===== config.mk =====
export PLATFORM = sky130hd
export DESIGN_NAME = charge_cycle_sequencer
export DESIGN_NICKNAME = d
export VERILOG_FILES = /design/src/rtl/charge_pkg.sv /design/src/rtl/charge_cycle_sequencer.sv /design/src/rtl/sync_flags.sv
export VERILOG_INCLUDE_DIRS = /design/src /design/src/rtl
export SDC_FILE = /design/constraint.sdc
export NUM_CORES = 1
export LEC_CHECK = 0
export BUFFER_PORTS_ARGS = -buffer_cell sky130_fd_sc_hd__buf_2
export CORE_UTILIZATION = 65
export DETAILED_ROUTE_END_ITERATION = 10
export HOLD_SLACK_MARGIN = 0.15
export PLACE_DENSITY_LB_ADDON = 0.3
export SLEW_MARGIN = 20
export SYNTH_ARGS = -nofsm -noshare
export SYNTH_HDL_FRONTEND = slang
export SYNTH_SLANG_ARGS = --single-unit

===== constraint.sdc =====
create_clock -name clk -period 7.66 [get_ports clk]
set_input_delay 0.766 -clock clk [delete_from_list [all_inputs] [get_ports clk]]
set_output_delay 0.766 -clock clk [all_outputs]
set_load 0.05 [all_outputs]

===== src/rtl/charge_cfg.svh =====
// Purpose: Constants for the charge cycle sequencer.
// Assumes: A 25 MHz system clock.
// Notes:   Flash and blank cycle counts are derived from the times in their own units.
`ifndef CHARGE_CFG_SVH
`define CHARGE_CFG_SVH
`define CLK_HZ            25000000
`define FLASH_HALF_NS     166666666
`define FLASH_HALF_CYC    ((`FLASH_HALF_NS / 40) > 0 ? (`FLASH_HALF_NS / 40) : 1)
`define BLANK_MS          750
`define BLANK_CYC         ((`BLANK_MS * (`CLK_HZ / 1000)))
`define QUAL1_TIMEOUT_CYC 25000000
`define QUAL2_TIMEOUT_CYC 25000000
`define HOLDOFF_CYC       2500000
`define PULSE_PERIOD_CYC  25000
`define PULSE_ON_CYC      2500
`endif


===== src/rtl/charge_pkg.sv =====
// Purpose: Types shared by the charge cycle sequencer.
// Assumes: Nothing beyond the header of constants.
// Notes:   Holds types only.
package charge_pkg;
    typedef enum logic [1:0] {
        ALGO_TWO_STEP_VOLTAGE,
        ALGO_TWO_STEP_CURRENT,
        ALGO_PULSED_CURRENT
    } algo_type;
    typedef enum logic [1:0] {
        DISP_MODE_1,
        DISP_MODE_2,
        DISP_MODE_3
    } disp_type;
    typedef enum logic [1:0] {
        REG_OFF,
        REG_CURRENT,
        REG_VOLTAGE,
        REG_PULSE
    } reg_type;
    typedef enum logic [1:0] {
        LEVEL_FLOAT,
        LEVEL_FLOAT_PLUS,
        LEVEL_BULK
    } level_type;
    typedef enum logic [1:0] {
        CUR_MAX,
        CUR_COND,
        CUR_FLOAT_AVG
    } cur_type;
endpackage


===== src/rtl/charge_cycle_sequencer.sv =====
// Purpose: Charge cycle sequencer for a lead-acid battery charger.
// Assumes: Comparator flags are asynchronous; one 25 MHz clock.
// Notes:   Analog regulation, thresholds and the PWM timebase live outside.
//
// What this block does
// - Two select pins choose two-step voltage, two-step current or pulsed current.
// - Start a cycle on power-up with battery present or on insertion.
// - At cycle start, bad or missing temperature sends the cycle to pending.
// - Temperature is watched all cycle, except while in the fault state.
// - Pending freezes the shared phase timer without clearing it; flash and pulse counters run on.
// - Temperature back in range resumes the interrupted state, or test one if parked at cycle start.
// - Test one: regulate float plus margin; no conditioning current by timeout faults.
// - Then regulate conditioning current; cell below float by timeout faults.
// - Test two pass is ignored during hold-off; pass goes to fast charge.
// - Fault holds until power cycle or insertion, then qualification restarts.
// - Two-step voltage phase one: max current until bulk level.
// - Phase two: bulk voltage until minimum current, then float voltage.
// - Two-step current: max current until bulk or second difference trips.
// - Pulsed current: max until bulk, then hysteretic float/bulk on-off.
// - Display select low, high or floating picks lamp mode one, two, three.
// - Battery absent or over-voltage shows lamp three only.
// - Modes one and two lamp patterns for qualify, fast and maintain.
// - Mode three patterns, with current and voltage fast charge distinguished.
// - Fault lights lamp three, pending flashes it; lamps one, two hold.
// - Flash is one sixth second low, one sixth high; lamps drive both levels.
// - Pulsed current shows fast when current on, maintenance when off.
// - Current gate high lets current flow, low blocks it.
// - Battery present inside cutoff window; entry is insertion, exit faults.
// - Latch selects on supply valid, fault exit, insertion; blank lamps 750 ms.
`timescale 1ns/1ps
`default_nettype none
`include "charge_cfg.svh"
module charge_cycle_sequencer #(
    parameter int QUAL1_TIMEOUT = `QUAL1_TIMEOUT_CYC,
    parameter int QUAL2_TIMEOUT = `QUAL2_TIMEOUT_CYC,
    parameter int HOLDOFF       = `HOLDOFF_CYC,
    parameter int FLASH_HALF    = `FLASH_HALF_CYC,
    parameter int BLANK_TIME    = `BLANK_CYC,
    parameter int PULSE_PERIOD  = `PULSE_PERIOD_CYC,
    parameter int PULSE_ON      = `PULSE_ON_CYC
) (
    input  wire logic             clk,
    input  wire logic             rst,
    input  wire logic             supply_valid,
    input  wire logic             above_low_cutoff,
    input  wire logic             below_high_cutoff,
    input  wire logic             temp_in_range,
    input  wire logic             current_at_cond,
    input  wire logic             cell_at_float,
    input  wire logic             batt_at_bulk,
    input  wire logic             batt_at_float,
    input  wire logic             current_at_min,
    input  wire logic             second_diff_trip,
    input  wire logic             pwm_gate,
    input  wire logic             algo_select_a,
    input  wire logic             algo_select_b,
    input  wire logic             display_select_high,
    input  wire logic             display_select_low,
    output logic                  current_gate,
    output charge_pkg::reg_type   reg_mode,
    output charge_pkg::level_type voltage_level,
    output charge_pkg::cur_type   current_level,
    output logic                  status_lamp_1,
    output logic                  status_lamp_2,
    output logic                  status_lamp_3,
    output logic                  lamp_enable_n
);
    typedef enum logic [3:0] {
        ST_START, ST_PENDING, ST_QUAL1, ST_QUAL2, ST_FAULT,
        ST_FAST1, ST_FAST2, ST_MAINT
    } state_type;

    localparam int NFLAGS = 13;

    // ----------------------------------------
    // Input synchronisation
    // ----------------------------------------
    logic [NFLAGS-1:0] raw_flags;
    logic [NFLAGS-1:0] flags;
    assign raw_flags = {supply_valid, above_low_cutoff, below_high_cutoff, temp_in_range,
                        current_at_cond, cell_at_float, batt_at_bulk, batt_at_float,
                        current_at_min, second_diff_trip, algo_select_a, algo_select_b,
                        display_select_high};
    sync_flags #(.WIDTH(NFLAGS)) u_sync (
        .clk      (clk),
        .rst      (rst),
        .async_in (raw_flags),
        .sync_out (flags)
    );
    logic disp_low_meta;
    logic disp_low_s;
    always_ff @(posedge clk) begin
        disp_low_meta <= rst ? 1'b0 : display_select_low;
        disp_low_s    <= rst ? 1'b0 : disp_low_meta;
    end

    wire s_supply  = flags[12];
    wire s_in_win  = flags[11] & flags[10];
    wire s_temp_ok = flags[9];
    wire s_cond    = flags[8];
    wire s_cellflt = flags[7];
    wire s_bulk    = flags[6];
    wire s_bflt    = flags[5];
    wire s_imin    = flags[4];
    wire s_d2v     = flags[3];
    wire s_sel_a   = flags[2];
    wire s_sel_b   = flags[1];
    wire s_dhigh   = flags[0];

    // ----------------------------------------
    // State registers
    // ----------------------------------------
    state_type            state;
    state_type            resume_state;
    charge_pkg::algo_type algo;
    charge_pkg::disp_type disp;
    logic                 present;
    logic                 supply_d;
    logic [31:0]          timer;
    logic [31:0]          blank_cnt;
    logic [31:0]          flash_cnt;
    logic                 flash;
    logic [31:0]          pulse_cnt;
    logic                 pulse_on_phase;
    logic                 maint_on;
    logic                 lamp_hold_1;
    logic                 lamp_hold_2;

    // Presence window edges: entry is insertion, exit is removal.
    wire insertion   = s_in_win & ~present;
    wire removal     = ~s_in_win & present;
    wire power_up    = s_supply & ~supply_d;
    wire start_cycle = insertion | (power_up & s_in_win);
    wire latch_now   = power_up | insertion;
    wire temp_bad    = ~s_temp_ok;

    // Selection decode is continuous so the latch below stays a plain copy.
    charge_pkg::algo_type sel_algo;
    charge_pkg::disp_type sel_disp;
    assign sel_algo = ~s_sel_a ? charge_pkg::ALGO_TWO_STEP_VOLTAGE :
                      s_sel_b  ? charge_pkg::ALGO_PULSED_CURRENT :
                                 charge_pkg::ALGO_TWO_STEP_CURRENT;
    assign sel_disp = s_dhigh    ? charge_pkg::DISP_MODE_2 :
                      disp_low_s ? charge_pkg::DISP_MODE_1 :
                                   charge_pkg::DISP_MODE_3;

    wire timer_run = (state != ST_PENDING);
    wire holdoff_done = (timer >= 32'(HOLDOFF));

    // ----------------------------------------
    // Next-state decode
    // ----------------------------------------
    state_type next_state;
    always_comb begin
        next_state = state;
        unique case (state)
            ST_START:   next_state = temp_bad ? ST_PENDING : ST_QUAL1;
            ST_PENDING: next_state = s_temp_ok ? resume_state : ST_PENDING;
            ST_QUAL1: begin
                if (s_cond)
                    next_state = ST_QUAL2;
                else if (timer >= 32'(QUAL1_TIMEOUT))
                    next_state = ST_FAULT;
            end
            ST_QUAL2: begin
                if (s_cellflt && holdoff_done)
                    next_state = ST_FAST1;
                else if (timer >= 32'(QUAL2_TIMEOUT))
                    next_state = ST_FAULT;
            end
            ST_FAST1: begin
                if (s_bulk && holdoff_done)
                    next_state = (algo == charge_pkg::ALGO_TWO_STEP_VOLTAGE) ?
                                 ST_FAST2 : ST_MAINT;
                else if (algo == charge_pkg::ALGO_TWO_STEP_CURRENT && s_d2v && holdoff_done)
                    next_state = ST_MAINT;
            end
            ST_FAST2:   next_state = s_imin ? ST_MAINT : ST_FAST2;
            ST_MAINT:   next_state = ST_MAINT;
            ST_FAULT:   next_state = ST_FAULT;
        endcase
        // Temperature leaves range: park the cycle, but never from fault.
        if (state != ST_FAULT && state != ST_PENDING && state != ST_START && temp_bad)
            next_state = ST_PENDING;
        if (removal)
            next_state = ST_FAULT;
        if (start_cycle)
            next_state = ST_START;
    end

    // ----------------------------------------
    // Sequencer registers
    // ----------------------------------------
    always_ff @(posedge clk) begin
        if (rst) begin
            state        <= ST_FAULT;
            resume_state <= ST_START;
            present      <= 1'b0;
            supply_d     <= 1'b0;
        end else begin
            state    <= next_state;
            present  <= s_in_win;
            supply_d <= s_supply;
            if (next_state == ST_PENDING && state != ST_PENDING)
                resume_state <= (state == ST_START) ? ST_QUAL1 : state;
        end
    end

    // Shared timer restarts on each new phase and holds while pending.
    always_ff @(posedge clk) begin
        if (rst || start_cycle)
            timer <= 32'h0000_0000;
        else if (next_state != state && next_state != ST_PENDING && state != ST_PENDING)
            timer <= 32'h0000_0000;
        else if (timer_run && timer != 32'hFFFF_FFFF)
            timer <= timer + 32'h0000_0001;
    end

    // Select pins are read only at latch events, lamps blank for BLANK_TIME after each.
    always_ff @(posedge clk) begin
        if (rst) begin
            algo      <= charge_pkg::ALGO_TWO_STEP_VOLTAGE;
            disp      <= charge_pkg::DISP_MODE_1;
            blank_cnt <= 32'h0000_0000;
        end else if (latch_now) begin
            algo      <= sel_algo;
            disp      <= sel_disp;
            blank_cnt <= 32'(BLANK_TIME);
        end else if (blank_cnt != 32'h0000_0000) begin
            blank_cnt <= blank_cnt - 32'h0000_0001;
        end
    end

    // Flash toggles every sixth of a second.
    always_ff @(posedge clk) begin
        if (rst || flash_cnt >= 32'(FLASH_HALF - 1)) begin
            flash_cnt <= 32'h0000_0000;
            flash     <= rst ? 1'b0 : ~flash;
        end else begin
            flash_cnt <= flash_cnt + 32'h0000_0001;
        end
    end

    // Fixed maintenance pulse train and the pulsed-current hysteresis.
    always_ff @(posedge clk) begin
        if (rst || pulse_cnt >= 32'(PULSE_PERIOD - 1))
            pulse_cnt <= 32'h0000_0000;
        else
            pulse_cnt <= pulse_cnt + 32'h0000_0001;
        pulse_on_phase <= ~rst && (pulse_cnt < 32'(PULSE_ON));
        if (rst || state != ST_MAINT)
            maint_on <= 1'b0;
        else if (s_bulk)
            maint_on <= 1'b0;
        else if (!s_bflt)
            maint_on <= 1'b1;
    end

    // ----------------------------------------
    // Regulator command decode
    // ----------------------------------------
    wire pulsed  = (algo == charge_pkg::ALGO_PULSED_CURRENT);
    wire active  = (state == ST_QUAL1) | (state == ST_QUAL2) | (state == ST_FAST1) |
                   (state == ST_FAST2) | (state == ST_MAINT);
    wire maint_tsc = (state == ST_MAINT) && algo == charge_pkg::ALGO_TWO_STEP_CURRENT;
    wire next_gate = (maint_tsc ? pulse_on_phase :
                      (state == ST_MAINT && pulsed) ? maint_on : active) & pwm_gate;
    charge_pkg::reg_type   next_mode;
    charge_pkg::level_type next_vlevel;
    charge_pkg::cur_type   next_clevel;
    assign next_mode =
        (state == ST_QUAL1 || state == ST_FAST2) ? charge_pkg::REG_VOLTAGE :
        (state == ST_QUAL2 || state == ST_FAST1) ? charge_pkg::REG_CURRENT :
        (state != ST_MAINT) ? charge_pkg::REG_OFF :
        (algo == charge_pkg::ALGO_TWO_STEP_VOLTAGE) ? charge_pkg::REG_VOLTAGE :
        charge_pkg::REG_PULSE;
    assign next_vlevel = (state == ST_QUAL1) ? charge_pkg::LEVEL_FLOAT_PLUS :
                         (state == ST_FAST2) ? charge_pkg::LEVEL_BULK :
                                               charge_pkg::LEVEL_FLOAT;
    assign next_clevel = (state == ST_QUAL2) ? charge_pkg::CUR_COND :
                         maint_tsc ? charge_pkg::CUR_FLOAT_AVG : charge_pkg::CUR_MAX;

    // ----------------------------------------
    // Lamp decode
    // ----------------------------------------
    wire show_qual  = (state == ST_START) | (state == ST_QUAL1) | (state == ST_QUAL2);
    wire show_fast  = (state == ST_FAST1) | (state == ST_FAST2) |
                      (state == ST_MAINT && pulsed && maint_on);
    wire show_maint = (state == ST_MAINT) & ~(pulsed & maint_on);
    wire fast_volt  = (state == ST_FAST2);
    wire m1 = (disp == charge_pkg::DISP_MODE_1);
    wire m2 = (disp == charge_pkg::DISP_MODE_2);
    wire held = (state == ST_PENDING) | ((state == ST_FAULT) & present);
    wire l1_live = m1 ? ((show_qual & flash) | show_fast) :
                   m2 ? (show_qual | show_maint) :
                        ((show_qual & flash) | (show_fast & fast_volt) | show_maint);
    wire l2_live = m1 ? show_maint :
                   m2 ? (show_qual | show_fast) :
                        ((show_qual & flash) | show_fast);
    wire l1 = (state == ST_FAULT && !present) ? 1'b0 : held ? lamp_hold_1 : l1_live;
    wire l2 = (state == ST_FAULT && !present) ? 1'b0 : held ? lamp_hold_2 : l2_live;
    wire l3 = (state == ST_FAULT) | ((state == ST_PENDING) & flash);
    wire blank = (blank_cnt != 32'h0000_0000);

    // ----------------------------------------
    // Output registers
    // ----------------------------------------
    always_ff @(posedge clk) begin
        if (rst) begin
            current_gate  <= 1'b0;
            reg_mode      <= charge_pkg::REG_OFF;
            voltage_level <= charge_pkg::LEVEL_FLOAT;
            current_level <= charge_pkg::CUR_MAX;
            lamp_hold_1   <= 1'b0;
            lamp_hold_2   <= 1'b0;
            status_lamp_1 <= 1'b0;
            status_lamp_2 <= 1'b0;
            status_lamp_3 <= 1'b0;
            lamp_enable_n <= 1'b1;
        end else begin
            current_gate  <= next_gate;
            reg_mode      <= next_mode;
            voltage_level <= next_vlevel;
            current_level <= next_clevel;
            lamp_hold_1   <= l1;
            lamp_hold_2   <= l2;
            status_lamp_1 <= ~blank & l1;
            status_lamp_2 <= ~blank & l2;
            status_lamp_3 <= ~blank & l3;
            lamp_enable_n <= blank;
        end
    end
endmodule // charge_cycle_sequencer
`default_nettype wire


===== src/rtl/sync_flags.sv =====
// Purpose: Two-stage synchroniser for a bundle of asynchronous flags.
// Assumes: Each bit is an independent level.
// Notes:   The first stage feeds only the second stage.
`timescale 1ns/1ps
`default_nettype none
module sync_flags #(
    parameter int WIDTH = 8
) (
    input  wire logic             clk,
    input  wire logic             rst,
    input  wire logic [WIDTH-1:0] async_in,
    output logic      [WIDTH-1:0] sync_out
);
    logic [WIDTH-1:0] stage_one;

    // ----------------------------------------
    // Synchroniser stages
    // ----------------------------------------
    // Two flops per bit keep metastability away from the state machine.
    always_ff @(posedge clk) begin
        if (rst) begin
            stage_one <= '0;
            sync_out  <= '0;
        end else begin
            stage_one <= async_in;
            sync_out  <= stage_one;
        end
    end
endmodule // sync_flags
`default_nettype wire


Word-level counts from Yosys, hierarchy flattened
Index checks and enable logic that the tools add are counted.

Bits in registers: 186. Input port bits: 17. Output and inout port bits: 11. Word-level logic and storage cells: 170.

$add $sub $neg: 4. Order comparisons: 5. Equal/unequal tests: 17. Mux-type cells: 38. Bitwise logic cells: 40. Reductions and logical operators: 35.

Operators with widths (count): 32-bit by 1-bit adder with 32-bit output, second input constant (3); 32-bit by 22-bit >= comparator with 1-bit output, second input constant (2); 25-bit 2-to-1 mux (2); 4-bit 2-to-1 mux (10); 32-bit by 15-bit >= comparator with 1-bit output, second input constant (1); 32-bit by 25-bit >= comparator with 1-bit output, second input constant (1); 32-bit by 12-bit less-than comparator with 1-bit output, second input constant (1); 32-bit != test, second input constant (1); 4-bit one-hot mux with 8 select lines (1); 32-bit nonzero test (1); 32-bit by 1-bit subtractor with 32-bit output, second input constant (1); 2-bit 2-to-1 mux (10); 1-bit bitwise OR (17); 4-bit by 3-bit == test with 1-bit output, second input constant (4); 1-bit logical AND (16); 1-bit bitwise AND (15); 1-bit 2-to-1 mux (15); 2-bit OR reduction (6); 4-bit by 1-bit == test with 1-bit output, second input constant (2); 4-bit by 2-bit == test with 1-bit output, second input constant (2); 4-bit by 1-bit != test with 1-bit output, second input constant (2); 4-bit by 3-bit != test with 1-bit output, second input constant (2); 1-bit NOT (8); 1-bit logical OR (6); 8 further kinds (10).

Depth between registers and ports, before layout
Word-level depth: 13. Depth in mapped cells: 11. Depth with buffers taken out: 10.

Modules after synthesis
A second synthesis with hierarchy kept.

Cells, all modules: 870. Area total of the unflattened synthesis: 7787.5 um^2.

Modules (own cells, without submodules): charge_cycle_sequencer (instances 1, cells each 816, area each 7086.8 um^2, sequential area each 3213.1 um^2); sync_flags (instances 1, cells each 54, area each 700.7 um^2, sequential area each 520.5 um^2).

Worst setup path after synthesis
OpenSTA, ideal clock, no wires.

Path type: reg-to-reg. Start: register blank_cnt[0]. End: register blank_cnt[31]. Library setup time: 0.128 ns. Arrival time: 2.406 ns. Data required time: 7.532 ns. Slack: 5.126 ns. Stages on the path, launching flop included: 12. Buffers on the path: 1. Clock period less this slack: 2.534 ns. Cell sequence: dfxtp_1 inv_1 ha_1 or4b_1 nor4_2 or4b_1 buf_2 nand3_2 nor2_1 nand2_1 xor2_1 nor2_1.

Longest elaborated chain between the ends: 1. Elaborated cells between the ends (all ways): 2. Those cells by class: 1 x add/sub; 1 x reduce/logical.

RTL lines: start, declared (line charge_cycle_sequencer.sv:120) `logic [31:0] blank_cnt;`; start signal, assigned (line charge_cycle_sequencer.sv:228) `blank_cnt <= 32'(BLANK_TIME);`; start signal, assigned (line charge_cycle_sequencer.sv:230) `blank_cnt <= blank_cnt - 32'h0000_0001;`; 32-bit by 1-bit subtractor with 32-bit output / 32-bit nonzero test (equally long branches) (line charge_cycle_sequencer.sv:230, charge_cycle_sequencer.sv:229).

Several ways; a longest one is shown, not always the timed one. A chain may end at the register's enable or synchronous reset.

Worst setup path in the final report
Start: register state[2]. End: register timer[1].

Longest elaborated chain between the ends: 11. Elaborated cells between the ends (all ways): 29. Those cells by class: 11 x eq/ne; 9 x mux; 9 x reduce/logical.

RTL lines: start, declared (line charge_cycle_sequencer.sv:113) `state_type state;`; start signal, assigned (line charge_cycle_sequencer.sv:201) `state <= next_state;`; parallel branches: the longest is 11 deep, another holds 4-bit one-hot mux with 8 select lines; end signal, assigned (line charge_cycle_sequencer.sv:216) `timer <= timer + 32'h0000_0001;`; end, declared (line charge_cycle_sequencer.sv:119) `logic [31:0] timer;`.

Several ways; the timed one is not identified.

==> results.sh <==
export IMPL_status="complete, no violations"
export IMPL_final_cell_mix="185 x dfxtp_1, 101 x nor2_1, 57 x nand2_1"
export IMPL_synth_top_area_share_pct=48.0
export IMPL_fmax_mhz=316
export IMPL_cts_buffers_inserted=17
export IMPL_fin_setup_tns_ns=0
export IMPL_grt_max_degree=62
export IMPL_use_met1_pct=33.7
export IMPL_cp_arrival_ns=3.51
export IMPL_worst_r2r_cell_count=8
export IMPL_antenna_found_initial=0
export IMPL_drcViolationCount=0
export IMPL_finalMaxSlewViolations=0
export IMPL_placed_area_um2=7950
export IMPL_peakVddDrop_uv=289
export IMPL_htreeDepth=4
export IMPL_io_pin_count=28
export IMPL_wire_per_inst_um=15.1
export IMPL_finClkSkew_ns=0.00949
export IMPL_fp_dieW_um=111
export IMPL_final_area_um2=8540
export IMPL_port_buffers=27
export IMPL_endpoint="timer[1]$_SDFFE_PP0P_"
export IMPL_syn_area_um2=7720
export IMPL_drive_above_1_share_pct=9.22
export IMPL_drt_total_wl_mm=15.7
export IMPL_yosysWarnings=0
export IMPL_power_density_nw_per_um2=314
export IMPL_clockBufferDepth=2
export IMPL_critPathRequiredTime_ns=8.00
export IMPL_hp_class="register to register"
export IMPL_avgSynthCellArea_um2=9.07
export IMPL_dp_cells=1011
export IMPL_overflow=0
export IMPL_synth_area_top_cells="dfxtp_1 48%, xor2_1 5.6%, nor2_1 4.9%, xnor2_1 3.9%, a31oi_1 3.2%"
export IMPL_syn2layout_area_growth_pct=10.6
export IMPL_cts_root_buf="clkbuf_16"
export IMPL_cp_end_kind="register"
export IMPL_use_met2_pct=43.9
export IMPL_final_util_pct=74.2
export IMPL_vias=6126
export IMPL_crit_start="state[2]$_SDFF_PP1_"
export IMPL_grt_usage_pct=27.0
export IMPL_first_global_vias=5879
export IMPL_ff2ff_setup_slack_ns=4.49
export IMPL_yosysSeqAreaShare_pct=48.3
export IMPL_drt_iter0_markers=634
export IMPL_ys_flop_type="dfxtp_1"
export IMPL_hold_buffers=0
export IMPL_async_reset_ff_share_pct=0
export IMPL_rows=39
export IMPL_grt_pass1_wl_mm=26.8
export IMPL_finalHoldViolCount=0
export IMPL_post_cts_setup_buffers=0
export IMPL_die_height_um=111
export IMPL_hpwl_mm=10.7
export IMPL_use_met3_pct=7.49
export IMPL_path_class="register to register"
export IMPL_layout_cells_non_filler=1043
export IMPL_busiest_layer="met2"
export IMPL_insertion_delay_ns=0.43
export IMPL_antennaDiodeCount=0
export IMPL_firstDrtPassIters=5
export IMPL_dieArea_um2=12300
export IMPL_min_period_over_period_pct=41.3
export IMPL_relSlewSlack_pct=42.4
export IMPL_max_cap_viol_count=0
export IMPL_setup_viol=0
export IMPL_rsz0062_at_grt="false"
export IMPL_synth_seq_cells=186
export IMPL_yosysTopAreaCell="dfxtp_1"
export IMPL_ant_nets=0
export IMPL_leakage_nw=3.15
export IMPL_fin_crit_ns=3.17
export IMPL_critPathMaxFanout=32
export IMPL_tritoncts="yes"
export IMPL_cts_sinks=186
export IMPL_reg2reg_from="state[2]$_SDFF_PP1_"
export IMPL_cts_resized=0
export IMPL_synth_edf_count=1
export IMPL_post_drt_via_cell_ratio=5.87
export IMPL_final_common_cell="dfxtp_1"
export IMPL_r2r_end="timer[1]$_SDFFE_PP0P_"
export IMPL_core_um2=11500
export IMPL_syn_instance_count=852
export IMPL_startpoint_type="register"
export IMPL_tightest_slew_ns=0.855
export IMPL_yosysUniqueCellTypes=74
export IMPL_fin_nets=911
export IMPL_initial_core_util_pct=67.1
export IMPL_path_clk_slew_ns=0.07
export IMPL_gp_congestion=0.916
==> metal layers <==
metal | share of wire (%) | wire [µm]
met1 | 45 | 7050
met2 | 48 | 7520
met3 | 5.6 | 874
met4 | 1.9 | 301
met5 | 0 | 0
==> final cells by class <==
type	instances	area, µm²
inverter	23	86.3
clock buffer	18	429
tap	143	179
timing repair buffer	30	158
sequential	186	3730
fill	820	2980
multi-input combinational	629	3800
clock inverter	14	155
==> power breakdown <==
part           internal (mW)  switching [mW]  leakage (nW)
clock network          0.462           0.395         0.277
registers               1.07           0.100          1.52
logic                  0.260           0.395          1.34
total                   1.79           0.891          3.15
==> kinds of logic (layout without fill, tap and decap cells) <==
| kind of cell | Yosys count | after routing | synth area share (%) |
|---|---|---|---|
| compound gates | 135 | 135 | 11.8 |
| buf+inv | 63 | 85 | 3.77 |
| other cells | 1 | 27 | 0.0486 |
| mux | 1 | 1 | 0.130 |
| simple gates | 376 | 376 | 25.3 |
| xor+xnor | 83 | 83 | 9.41 |
| flops | 186 | 186 | 48.3 |
| fa+ha+maj | 7 | 7 | 1.13 |
==> worst max-delay path, stage by stage (launching register included) <==
cell       delay (ns)
dfxtp_1          0.76
nor2b_1          0.21
o21ai_0          0.36
a21oi_1          0.14
a221oi_1         0.39
o2bb2ai_1        0.19
nor3_1           0.08
or4b_4           0.69
a32oi_1          0.25
==> cell usage after synthesis (3+ instances only) <==
master and instances:
a211oi_1 4, a21oi_1 35, a31oi_1 39, and2_1 5
and3_1 13, and4_1 7, buf_1 3, buf_2 5
buf_8 3, clkbuf_1 27, dfxtp_1 185, ha_1 7
inv_1 23, nand2_1 58, nand2b_1 10, nand3_1 45
nand4_1 14, nor2_1 101, nor2b_1 34, nor3_1 33
nor4_1 16, o211ai_1 3, o21a_1 3, o21ai_0 14
o221ai_1 3, o31ai_1 3, or2_2 5, or3_1 9
or4_1 7, xnor2_1 34, xor2_1 49
==> metrics by stage <==
| step | power (mW) | hold slack [ns] | setup WS, ns |
|---|---|---|---|
| floorplan | 1.71 | 0.405 | 5.13 |
| CTS | 2.68 | 0.438 | 4.65 |
| finish | 2.68 | 0.438 | 4.49 |
| global placement | 1.80 | 0.415 | 4.75 |
| global route | 2.83 | 0.451 | 4.37 |
| detailed placement | 1.83 | 0.422 | 4.67 |
==> worst min path at each step <==
stage,from,endpoint,slack (ns),depth (start not counted)
after global placement,u_sync.sync_out[5]$_SDFF_PP0_,maint_on$_SDFFE_PP0N_,0.42,1
after global routing,u_sync.stage_one[2]$_SDFF_PP0_,u_sync.sync_out[2]$_SDFF_PP0_,0.45,1
after CTS,u_sync.stage_one[11]$_SDFF_PP0_,u_sync.sync_out[11]$_SDFF_PP0_,0.44,1
after floorplan,u_sync.sync_out[5]$_SDFF_PP0_,maint_on$_SDFFE_PP0N_,0.40,1
after detailed placement,u_sync.stage_one[11]$_SDFF_PP0_,u_sync.sync_out[11]$_SDFF_PP0_,0.42,1
final,u_sync.stage_one[11]$_SDFF_PP0_,u_sync.sync_out[11]$_SDFF_PP0_,0.44,1
==> sequential cells by signal, indices dropped and copies added, names as in the netlist, 2 cells and up <==
signal            count
algo                  2
blank_cnt            32
current_level         2
disp                  2
flash_cnt            32
pulse_cnt            32
reg_mode              2
resume_state          4
state                 4
timer                32
u_sync.stage_one     13
u_sync.sync_out      13
voltage_level         2
No activity file was read; power rests on OpenSTA's default activity.
